**src/lbd_pkg.sv**
```systemverilog
// Constants and field layout of the LCD bias and pump control block
package lbd_pkg;
	localparam int          LBD_DATA_W      = 32;
	localparam int          LBD_ADDR_W      = 16;
	localparam int          LBD_REG_W       = 8;
	// Register indices; byte address is four times the index
	localparam logic [11:0] LBD_CTRL_IDX    = 12'hFB5;
	localparam logic [11:0] LBD_STAT_IDX    = 12'hFBF;
	localparam logic [15:0] LBD_CTRL_ADDR   = {2'h0, LBD_CTRL_IDX, 2'h0};
	localparam logic [15:0] LBD_STAT_ADDR   = {2'h0, LBD_STAT_IDX, 2'h0};
	localparam logic [7:0]  LBD_CTRL_RESET  = 8'h00;
	// Field positions of the control register
	localparam int          LBD_DUR_MSB     = 7;
	localparam int          LBD_DUR_LSB     = 5;
	localparam int          LBD_PUMP_BIT    = 4;
	localparam int          LBD_BGSEL_BIT   = 3;
	localparam int          LBD_CON_MSB     = 2;
	localparam int          LBD_CON_LSB     = 0;
	// Field positions of the status register
	localparam int          LBD_ST_PEND_BIT = 8;
	localparam int          LBD_ST_DEAD_BIT = 9;
	localparam int          LBD_ST_HIGH_BIT = 10;
	// Operating mode bit that selects type A waveforms
	localparam int          LBD_MODE_TYPE_A = 2;
	// Duration codes
	localparam logic [2:0]  LBD_DUR_OFF     = 3'h0;
	localparam logic [2:0]  LBD_DUR_CONT    = 3'h7;
	// Largest legal prescale code
	localparam logic [2:0]  LBD_PRESC_MAX   = 3'h5;
	localparam int          LBD_DEAD_W      = 4;
	localparam logic [3:0]  LBD_DEAD_ZERO   = 4'h0;
endpackage : lbd_pkg

```
**src/lbd_hbd_if.sv**
```systemverilog
// Carrier between the control top and the higher-bias timer
`timescale 1ns/10ps
`default_nettype none
interface lbd_hbd_if;
	logic       lcd_tick;
	logic [2:0] prescale;
	logic       transition;
	logic [2:0] duration;
	logic       high_bias;
	modport ctrl (output lcd_tick, output prescale, output transition,
		output duration, input high_bias);
	modport timer (input lcd_tick, input prescale, input transition,
		input duration, output high_bias);
endinterface : lbd_hbd_if
`default_nettype wire

```
**src/lbd_hbd_timer.sv**
```systemverilog
// Higher-bias drive timer on clk_in, counting down on the prescaler output
`timescale 1ns/10ps
`default_nettype none
module lbd_hbd_timer
	import lbd_pkg::*;
(
	input  wire logic  clk_in,
	input  wire logic  rst_b_in,
	lbd_hbd_if.timer   hbd
);
	logic [4:0] presc_cnt_q;
	logic [4:0] presc_mask;
	logic [2:0] presc_code;
	logic       presc_tick;
	logic [2:0] left_q;
	logic [2:0] left_d;
	logic       high_q;

	////////////////////////////////////////////////////////////////////////
	// Reserved prescale codes fall back to the largest divider
	assign presc_code = (hbd.prescale > LBD_PRESC_MAX) ? LBD_PRESC_MAX
		: hbd.prescale;
	assign presc_mask = 5'((6'h01 << presc_code) - 6'h01);
	assign presc_tick = hbd.lcd_tick
		&& ((presc_cnt_q & presc_mask) == presc_mask);

	always_ff @(posedge clk_in or negedge rst_b_in)
	begin
		if (!rst_b_in)
			presc_cnt_q <= 5'h00;
		else if (hbd.lcd_tick)
			presc_cnt_q <= presc_cnt_q + 5'h01;
	end

	////////////////////////////////////////////////////////////////////////
	always_comb
	begin
		left_d = left_q;
		if (hbd.transition)
			left_d = hbd.duration;
		else if (presc_tick && left_q != 3'h0)
			left_d = left_q - 3'h1;
	end

	always_ff @(posedge clk_in or negedge rst_b_in)
	begin
		if (!rst_b_in)
		begin
			left_q <= 3'h0;
			high_q <= 1'b0;
		end
		else
		begin
			left_q <= left_d;
			if (hbd.duration == LBD_DUR_CONT)
				high_q <= 1'b1;
			else if (hbd.duration == LBD_DUR_OFF)
				high_q <= 1'b0;
			else
				high_q <= (left_d != 3'h0);
		end
	end

	assign hbd.high_bias = high_q;
endmodule : lbd_hbd_timer
`default_nettype wire

```
**src/lbd_top.sv**
```systemverilog
// LCD bias drive and charge pump control register with APB access
//
// Design decision made here: the APB interface to the registers.
`timescale 1ns/10ps
`default_nettype none
module lbd_top
	import lbd_pkg::*;
(
	input  wire logic                            clk_in,
	input  wire logic                            rst_b_in,
	input  wire logic                            psel_in,
	input  wire logic                            penable_in,
	input  wire logic                            pwrite_in,
	input  wire logic [lbd_pkg::LBD_ADDR_W-1:0]  paddr_in,
	input  wire logic [lbd_pkg::LBD_DATA_W-1:0]  pwdata_in,
	output logic      [lbd_pkg::LBD_DATA_W-1:0]  prdata_out,
	output logic                                 pready_out,
	output logic                                 pslverr_out,
	input  wire logic                            lcd_clk_tick_in,
	input  wire logic [2:0]                      prescale_code_in,
	input  wire logic [3:0]                      lcd_operating_mode_in,
	input  wire logic                            third_duty_in,
	input  wire logic                            wave_transition_in,
	input  wire logic                            wave_end_in,
	input  wire logic                            frame_tick_in,
	output logic                                 high_bias_sel_out,
	output logic                                 bias_generator_select_out,
	output logic                                 pump_enable_out,
	output logic      [2:0]                      pump_level_out,
	output logic                                 outputs_grounded_out
);
	logic                    rst_meta_q;
	logic                    rst_sync_q;
	logic [LBD_REG_W-1:0]    shadow_q;
	logic [LBD_REG_W-1:0]    applied_q;
	logic [LBD_REG_W-1:0]    next_cfg;
	logic                    pending_q;
	logic                    ready_q;
	logic                    slverr_q;
	logic [LBD_DATA_W-1:0]   rdata_q;
	logic                    setup_phase;
	logic                    write_done;
	logic                    hit_ctrl;
	logic                    hit_stat;
	logic [LBD_DEAD_W-1:0]   dead_cnt_q;
	logic [LBD_DEAD_W-1:0]   dead_cnt_d;
	logic                    grounded_q;
	logic                    bgsel_q;
	logic                    pump_q;
	logic [2:0]              level_q;
	logic                    type_a;
	logic                    ctrl_write;
	logic                    bad_access;
	logic                    pump_next;
	logic [2:0]              contrast_next;
	logic [LBD_DATA_W-1:0]   stat_word;
	lbd_hbd_if               hbd ();

	////////////////////////////////////////////////////////////////////////
	// Reset release through two flops; assertion stays asynchronous
	always_ff @(posedge clk_in or negedge rst_b_in)
	begin
		if (!rst_b_in)
		begin
			rst_meta_q <= 1'b0;
			rst_sync_q <= 1'b0;
		end
		else
		begin
			rst_meta_q <= 1'b1;
			rst_sync_q <= rst_meta_q;
		end
	end

	////////////////////////////////////////////////////////////////////////
	// Dead frame count from contrast code, waveform type and duty
	function automatic logic [LBD_DEAD_W-1:0] dead_count
	(
		input logic [2:0] code,
		input logic       is_type_a,
		input logic       third
	);
		logic [LBD_DEAD_W-1:0] n;
		n = LBD_DEAD_ZERO;
		unique case (code)
			3'h0: n = 4'h0;
			3'h1: n = 4'h1;
			3'h2: n = 4'h2;
			3'h3: n = 4'h0;
			3'h4: n = 4'h4;
			3'h5: n = is_type_a ? 4'h5 : 4'h6;
			3'h6:
			begin
				if (is_type_a)
					n = 4'h6;
				else
					n = third ? 4'h0 : 4'h8;
			end
			3'h7:
			begin
				if (is_type_a)
					n = third ? 4'h0 : 4'h8;
				else
					n = 4'h0;
			end
		endcase
		return n;
	endfunction : dead_count

	////////////////////////////////////////////////////////////////////////
	// APB slave: no wait states, registered answer
	assign setup_phase = psel_in && !penable_in;
	assign write_done  = psel_in && penable_in && ready_q && pwrite_in
		&& !slverr_q;
	assign hit_ctrl    = (paddr_in == LBD_CTRL_ADDR);
	assign hit_stat    = (paddr_in == LBD_STAT_ADDR);
	assign ctrl_write  = write_done && hit_ctrl;
	// Status is read only; any other offset is refused as well
	assign bad_access  = !(hit_ctrl || (hit_stat && !pwrite_in));

	// No wait states: the answer always follows the setup edge by one
	always_ff @(posedge clk_in or negedge rst_sync_q)
	begin
		if (!rst_sync_q)
			ready_q <= 1'b0;
		else
			ready_q <= setup_phase;
	end

	always_ff @(posedge clk_in or negedge rst_sync_q)
	begin
		if (!rst_sync_q)
			slverr_q <= 1'b0;
		else if (setup_phase)
			slverr_q <= bad_access;
		else if (ready_q)
			slverr_q <= 1'b0;
	end

	// Status word; bits above the flags read as zero
	always_comb
	begin
		stat_word                  = 32'h0000_0000;
		stat_word[LBD_REG_W-1:0]   = applied_q;
		stat_word[LBD_ST_PEND_BIT] = pending_q;
		stat_word[LBD_ST_DEAD_BIT] = grounded_q;
		stat_word[LBD_ST_HIGH_BIT] = hbd.high_bias;
	end

	always_ff @(posedge clk_in or negedge rst_sync_q)
	begin
		if (!rst_sync_q)
			rdata_q <= 32'h0000_0000;
		else if (setup_phase && !pwrite_in)
		begin
			rdata_q <= 32'h0000_0000;
			if (hit_ctrl)
				rdata_q[LBD_REG_W-1:0] <= shadow_q;
			else if (hit_stat)
				rdata_q <= stat_word;
		end
		else if (ready_q)
			rdata_q <= 32'h0000_0000;
	end

	////////////////////////////////////////////////////////////////////////
	// Shadow copy written by software
	always_ff @(posedge clk_in or negedge rst_sync_q)
	begin
		if (!rst_sync_q)
			shadow_q <= LBD_CTRL_RESET;
		else if (ctrl_write)
			shadow_q <= pwdata_in[LBD_REG_W-1:0];
	end

	// Write in the same cycle as the waveform end stays pending
	always_ff @(posedge clk_in or negedge rst_sync_q)
	begin
		if (!rst_sync_q)
			pending_q <= 1'b0;
		else if (ctrl_write)
			pending_q <= 1'b1;
		else if (wave_end_in)
			pending_q <= 1'b0;
	end

	assign next_cfg = (wave_end_in && pending_q) ? shadow_q : applied_q;
	assign pump_next     = next_cfg[LBD_PUMP_BIT];
	assign contrast_next = next_cfg[LBD_CON_MSB:LBD_CON_LSB];

	always_ff @(posedge clk_in or negedge rst_sync_q)
	begin
		if (!rst_sync_q)
			applied_q <= LBD_CTRL_RESET;
		else
			applied_q <= next_cfg;
	end

	////////////////////////////////////////////////////////////////////////
	// Bias generator, pump enable and pump level
	always_ff @(posedge clk_in or negedge rst_sync_q)
	begin
		if (!rst_sync_q)
			bgsel_q <= 1'b0;
		else
			bgsel_q <= next_cfg[LBD_BGSEL_BIT];
	end

	// No stop-mode gating: the pump keeps running once enabled
	always_ff @(posedge clk_in or negedge rst_sync_q)
	begin
		if (!rst_sync_q)
			pump_q <= 1'b0;
		else
			pump_q <= pump_next;
	end

	// Zero with the pump off, so a stale code never reaches the pump
	always_ff @(posedge clk_in or negedge rst_sync_q)
	begin
		if (!rst_sync_q)
			level_q <= 3'h0;
		else if (pump_next)
			level_q <= contrast_next;
		else
			level_q <= 3'h0;
	end

	////////////////////////////////////////////////////////////////////////
	// Dead frame cycles after each waveform, pump off only
	assign type_a = lcd_operating_mode_in[LBD_MODE_TYPE_A];

	always_comb
	begin
		dead_cnt_d = dead_cnt_q;
		if (wave_end_in)
		begin
			if (pump_next)
				dead_cnt_d = LBD_DEAD_ZERO;
			else
				dead_cnt_d = dead_count(contrast_next, type_a,
					third_duty_in);
		end
		else if (frame_tick_in && dead_cnt_q != LBD_DEAD_ZERO)
			dead_cnt_d = dead_cnt_q - 4'h1;
	end

	always_ff @(posedge clk_in or negedge rst_sync_q)
	begin
		if (!rst_sync_q)
			dead_cnt_q <= LBD_DEAD_ZERO;
		else
			dead_cnt_q <= dead_cnt_d;
	end

	// Own flop so the grounding output never glitches on the decode
	always_ff @(posedge clk_in or negedge rst_sync_q)
	begin
		if (!rst_sync_q)
			grounded_q <= 1'b0;
		else
			grounded_q <= (dead_cnt_d != LBD_DEAD_ZERO);
	end

	////////////////////////////////////////////////////////////////////////
	// Higher-bias timer runs on the applied duration
	// A pending write never reloads a pulse under way; once applied, duration OFF or CONT overrides it
	assign hbd.lcd_tick   = lcd_clk_tick_in;
	assign hbd.prescale   = prescale_code_in;
	assign hbd.transition = wave_transition_in;
	assign hbd.duration   = applied_q[LBD_DUR_MSB:LBD_DUR_LSB];

	lbd_hbd_timer u_timer
	(
		.clk_in   (clk_in),
		.rst_b_in (rst_sync_q),
		.hbd      (hbd)
	);

	////////////////////////////////////////////////////////////////////////
	assign prdata_out                = rdata_q;
	assign pready_out                = ready_q;
	assign pslverr_out               = slverr_q;
	assign high_bias_sel_out         = hbd.high_bias;
	assign bias_generator_select_out = bgsel_q;
	assign pump_enable_out           = pump_q;
	assign pump_level_out            = level_q;
	assign outputs_grounded_out      = grounded_q;
endmodule : lbd_top
`default_nettype wire

```
**config.mk**
```make
export PLATFORM = sky130hd
export DESIGN_NAME = lbd_top
export DESIGN_NICKNAME = d
export VERILOG_FILES = /design/src/lbd_pkg.sv /design/src/lbd_hbd_if.sv /design/src/lbd_hbd_timer.sv /design/src/lbd_top.sv
export SDC_FILE = /design/constraint.sdc
export NUM_CORES = 1
export LEC_CHECK = 0
export ABC_AREA = 1
export BUFFER_PORTS_ARGS = -buffer_cell sky130_fd_sc_hd__buf_2
export CELL_PAD_IN_SITES_DETAIL_PLACEMENT = 0
export CELL_PAD_IN_SITES_GLOBAL_PLACEMENT = 1
export CORE_MARGIN = 2
export CORE_UTILIZATION = 31
export CTS_CLUSTER_SIZE = 8
export DETAILED_ROUTE_END_ITERATION = 16
export PLACE_DENSITY_LB_ADDON = 0.1
export SLEW_MARGIN = 20
export SYNTH_ARGS = -nofsm -noshare
export SYNTH_HDL_FRONTEND = slang
export SYNTH_SLANG_ARGS = --single-unit
```
**constraint.sdc**
```tcl
create_clock -name clk_in -period 1.51 [get_ports clk_in]
set_clock_uncertainty 0.15 [all_clocks]
set_input_delay 0.453 -clock clk_in [delete_from_list [all_inputs] [get_ports clk_in]]
set_output_delay 0.453 -clock clk_in [all_outputs]
set_load 0.01 [all_outputs]
```
==> metrics.txt <==
Post-Layout Cell Count=561; Post-Synth Simple-Gate Area=0.2196; H-tree depth=2; XOR/XNOR share of the synthesized area=0.01671; Hold Fails Final Rpt=0; failing checks=setup timing; critical path launch point type=flip-flop; RSZ-0062 raised after global routing=true; dpl hpwl=around 4800 um; vias in the first global route=between 2000 and 2500; Pleak=0.002149 uW; core footprint=0.008217 mm2; GRT Total Usage=0.1505; Seq cells post-synth=49; Period minus WS final=approximately 1.9 ns; Nets=525; cts bufs inserted=5; Initial Utilization=0.3190; Syn Inst Count=321; DR WL/cell=approximately 12 um; Crit Path Max Fanout=4; IO buf count=57; final worst setup slack=-0.3758 ns; Maximum Capacitance Violations=0; max frequency=530.3 MHz; kind of critical path=reg -> reg; crit end category=flip-flop; post-synthesis compound-gate area fraction=0.1084; die width=95.96 um; die area=approximately 0.009 mm2; drt initial violations=83; status=complete, but fails checks; GP Congestion=~0.77; Die H=95.96 um; largest net degree at the start of global routing=48; mapped cell area=0.002621 mm2; Vias/cell=4.330; I/O pin count=106; Critical Path RT=1.56 ns; cell row count=33; CTS tree=built; Final Slew Violations=0; fin crit share=1.249; Root Buffer=clkbuf_8; Peak VDD IR=522.6 uV; Worst EP arrival=1.93 ns; Synth-to-Final Area Change=60.81%; Skew-Pair Late Insertion Delay=0.30 ns; DP Area=~0.0034 mm2; Placed Cells=528; Pre-antenna DRT Iters=4; Routed WL=6860 um; layout cell share with drive strength beyond 1=0.5351; pwr dens=862.7 mW/mm2; Antenna Nets Post-Route=0; initial antenna violation count=0; first-pass GRT wire length=10810 um; Synth Area in Adders=0.02387; routed vias=2429; main combinational cell family by area after synthesis=simple AND/OR/NAND/NOR gates; Synth cell types=31; n_diodes=0; mux share of post-synthesis cell area=0.004296; DRC=0; Synth Area per Inst=a little over 8 um2; hold slack=0.08221 ns; GR Overflow Total=0; register area share after synthesis=0.4678; clock buffer depth=2; clk slew on worst S/H paths=0.10 ns; worst hold path class=reg -> async; design area=0.004215 mm2; Final setup viols=28; clock sinks=slightly below 50; Yosys warning count=0; Layout Utilization=0.5130
==> stage by stage <==
step	worst slack (ns)	power, uW	setup TNS [ns]
5_1_grt	-0.5419	3893	-6.140
2_1_floorplan	-0.4106	2115	-5.348
3_3_place_gp	-0.6219	2481	-11.71
6_report	-0.3758	3636	-3.698
3_5_place_dp	-0.6809	2491	-13.28
4_1_cts	-0.4379	3572	-4.719
==> final timing paths <==
path	from	endpoint	slack, ns	depth (start not counted)
min in group clk_in	rst_meta_q	rst_sync_q	0.21	0
max in group asynchronous	rst_b_in	rst_sync_q	0.79	2
hold / removal	rst_sync_q	shadow_q[1]	0.08	1
setup / recovery	u_timer.left_q[0]	u_timer.hbd.high_bias	-0.38	15
hold reg to reg	rst_sync_q	shadow_q[1]	0.08	1
setup reg to reg	u_timer.left_q[0]	u_timer.hbd.high_bias	-0.38	15
==> logic make-up (layout without fill, tap and decap cells) <==
| group | count (synthesis) | after routing |
|---|---|---|
| fa+ha+maj | 5 | 5 |
| other cells | 2 | 22 |
| mux | 1 | 1 |
| flops | 49 | 49 |
| compound gates | 47 | 47 |
| buf+inv | 84 | 199 |
| simple gates | 128 | 128 |
| xor+xnor | 5 | 5 |
==> cell usage after synthesis, drive strengths merged <==
master | instances | area share
nand4 | 7 | 0.019
buf | 24 | 0.071
o21ai | 38 | 0.087
nor4 | 2 | 0.011
nand2 | 73 | 0.11
a21oi | 3 | 0.0057
nor3 | 1 | 0.0019
xnor2 | 2 | 0.0067
ha | 5 | 0.024
dfrtp | 49 | 0.47
or2 | 1 | 0.0024
a211oi | 1 | 0.0029
conb | 2 | 0.0029
inv | 58 | 0.083
nand3b | 3 | 0.0086
nor2 | 21 | 0.030
xor2 | 3 | 0.010
nand3 | 19 | 0.036
mux2 | 1 | 0.0043
or3 | 1 | 0.0024
clkbuf | 2 | 0.0029
o22ai | 4 | 0.0095
a22o | 1 | 0.0033
==> flip-flops by register name (all words and copies together), names as in the netlist <==
signal and count:
prdata_out 11, applied_q 8, shadow_q 8, u_timer.presc_cnt_q 5
dead_cnt_q 4, pump_level_out 3, u_timer.left_q 3, outputs_grounded_out 1
pending_q 1, pready_out 1, pslverr_out 1, rst_meta_q 1
rst_sync_q 1, u_timer.hbd.high_bias 1
==> area by class of cell <==
cell class / count / area [um2]
fillers: 810 / 4001
clock buffers: 7 / 96.34
well taps: 105 / 131.4
clock inverters: 1 / 5.005
flip-flops and latches: 49 / 1227
repair buffers: 133 / 1026
inverters: 58 / 220.2
multi-input cells: 208 / 1509
==> report_power, final <==
part	switching [uW]	leakage, uW	internal, uW
sequential	95.3	0.000654	1460
combinational	607	0.00144	622
clock	440	0.0000542	415
total	1140	0.00215	2490
==> layout by cell type, fill, tap and decap left out, drive strengths merged, types with 2 or more instances in the layout <==
master / instances
buf: 131
nor4: 2
o21ai: 38
nand3: 19
ha: 5
inv: 58
a21oi: 3
nand4: 7
nand3b: 3
nand2: 73
xor2: 3
conb: 22
nor2: 21
xnor2: 2
clkbuf: 8
dfrtp: 49
o22ai: 4
==> critical path, stage by stage (launching register included) <==
cell and delay [ns]:
dfrtp_1 0.36, inv_1 0.07, ha_4 0.17, ha_4 0.15, inv_2 0.04, nand2_2 0.04, nor2_2 0.09, nand3_2 0.08
nor2_4 0.13, nand3_2 0.09, nand2_1 0.07, nor2_1 0.03, nor2_1 0.12, nand3_1 0.09, nand2_1 0.06, nand2_1 0.05
==> metal layers <==
layer  share of wire  vias up  GRT usage
met4          0.0028        0    0.02143
met2            0.53       39     0.2751
li1                -     1232          -
met5               0        -          0
met1            0.44     1156     0.1876
met3           0.029        2    0.02897
==> repair_timing <==
action	CTS	global route
setup buffers	12	13
setup endpoints to repair	29	32
endpoints found under the hold margin	2	0
hold buffers	1	0
gates resized for setup	83	63
cloned	2	1
pin swaps	33	33
Power figures use the tool's default switching activity.
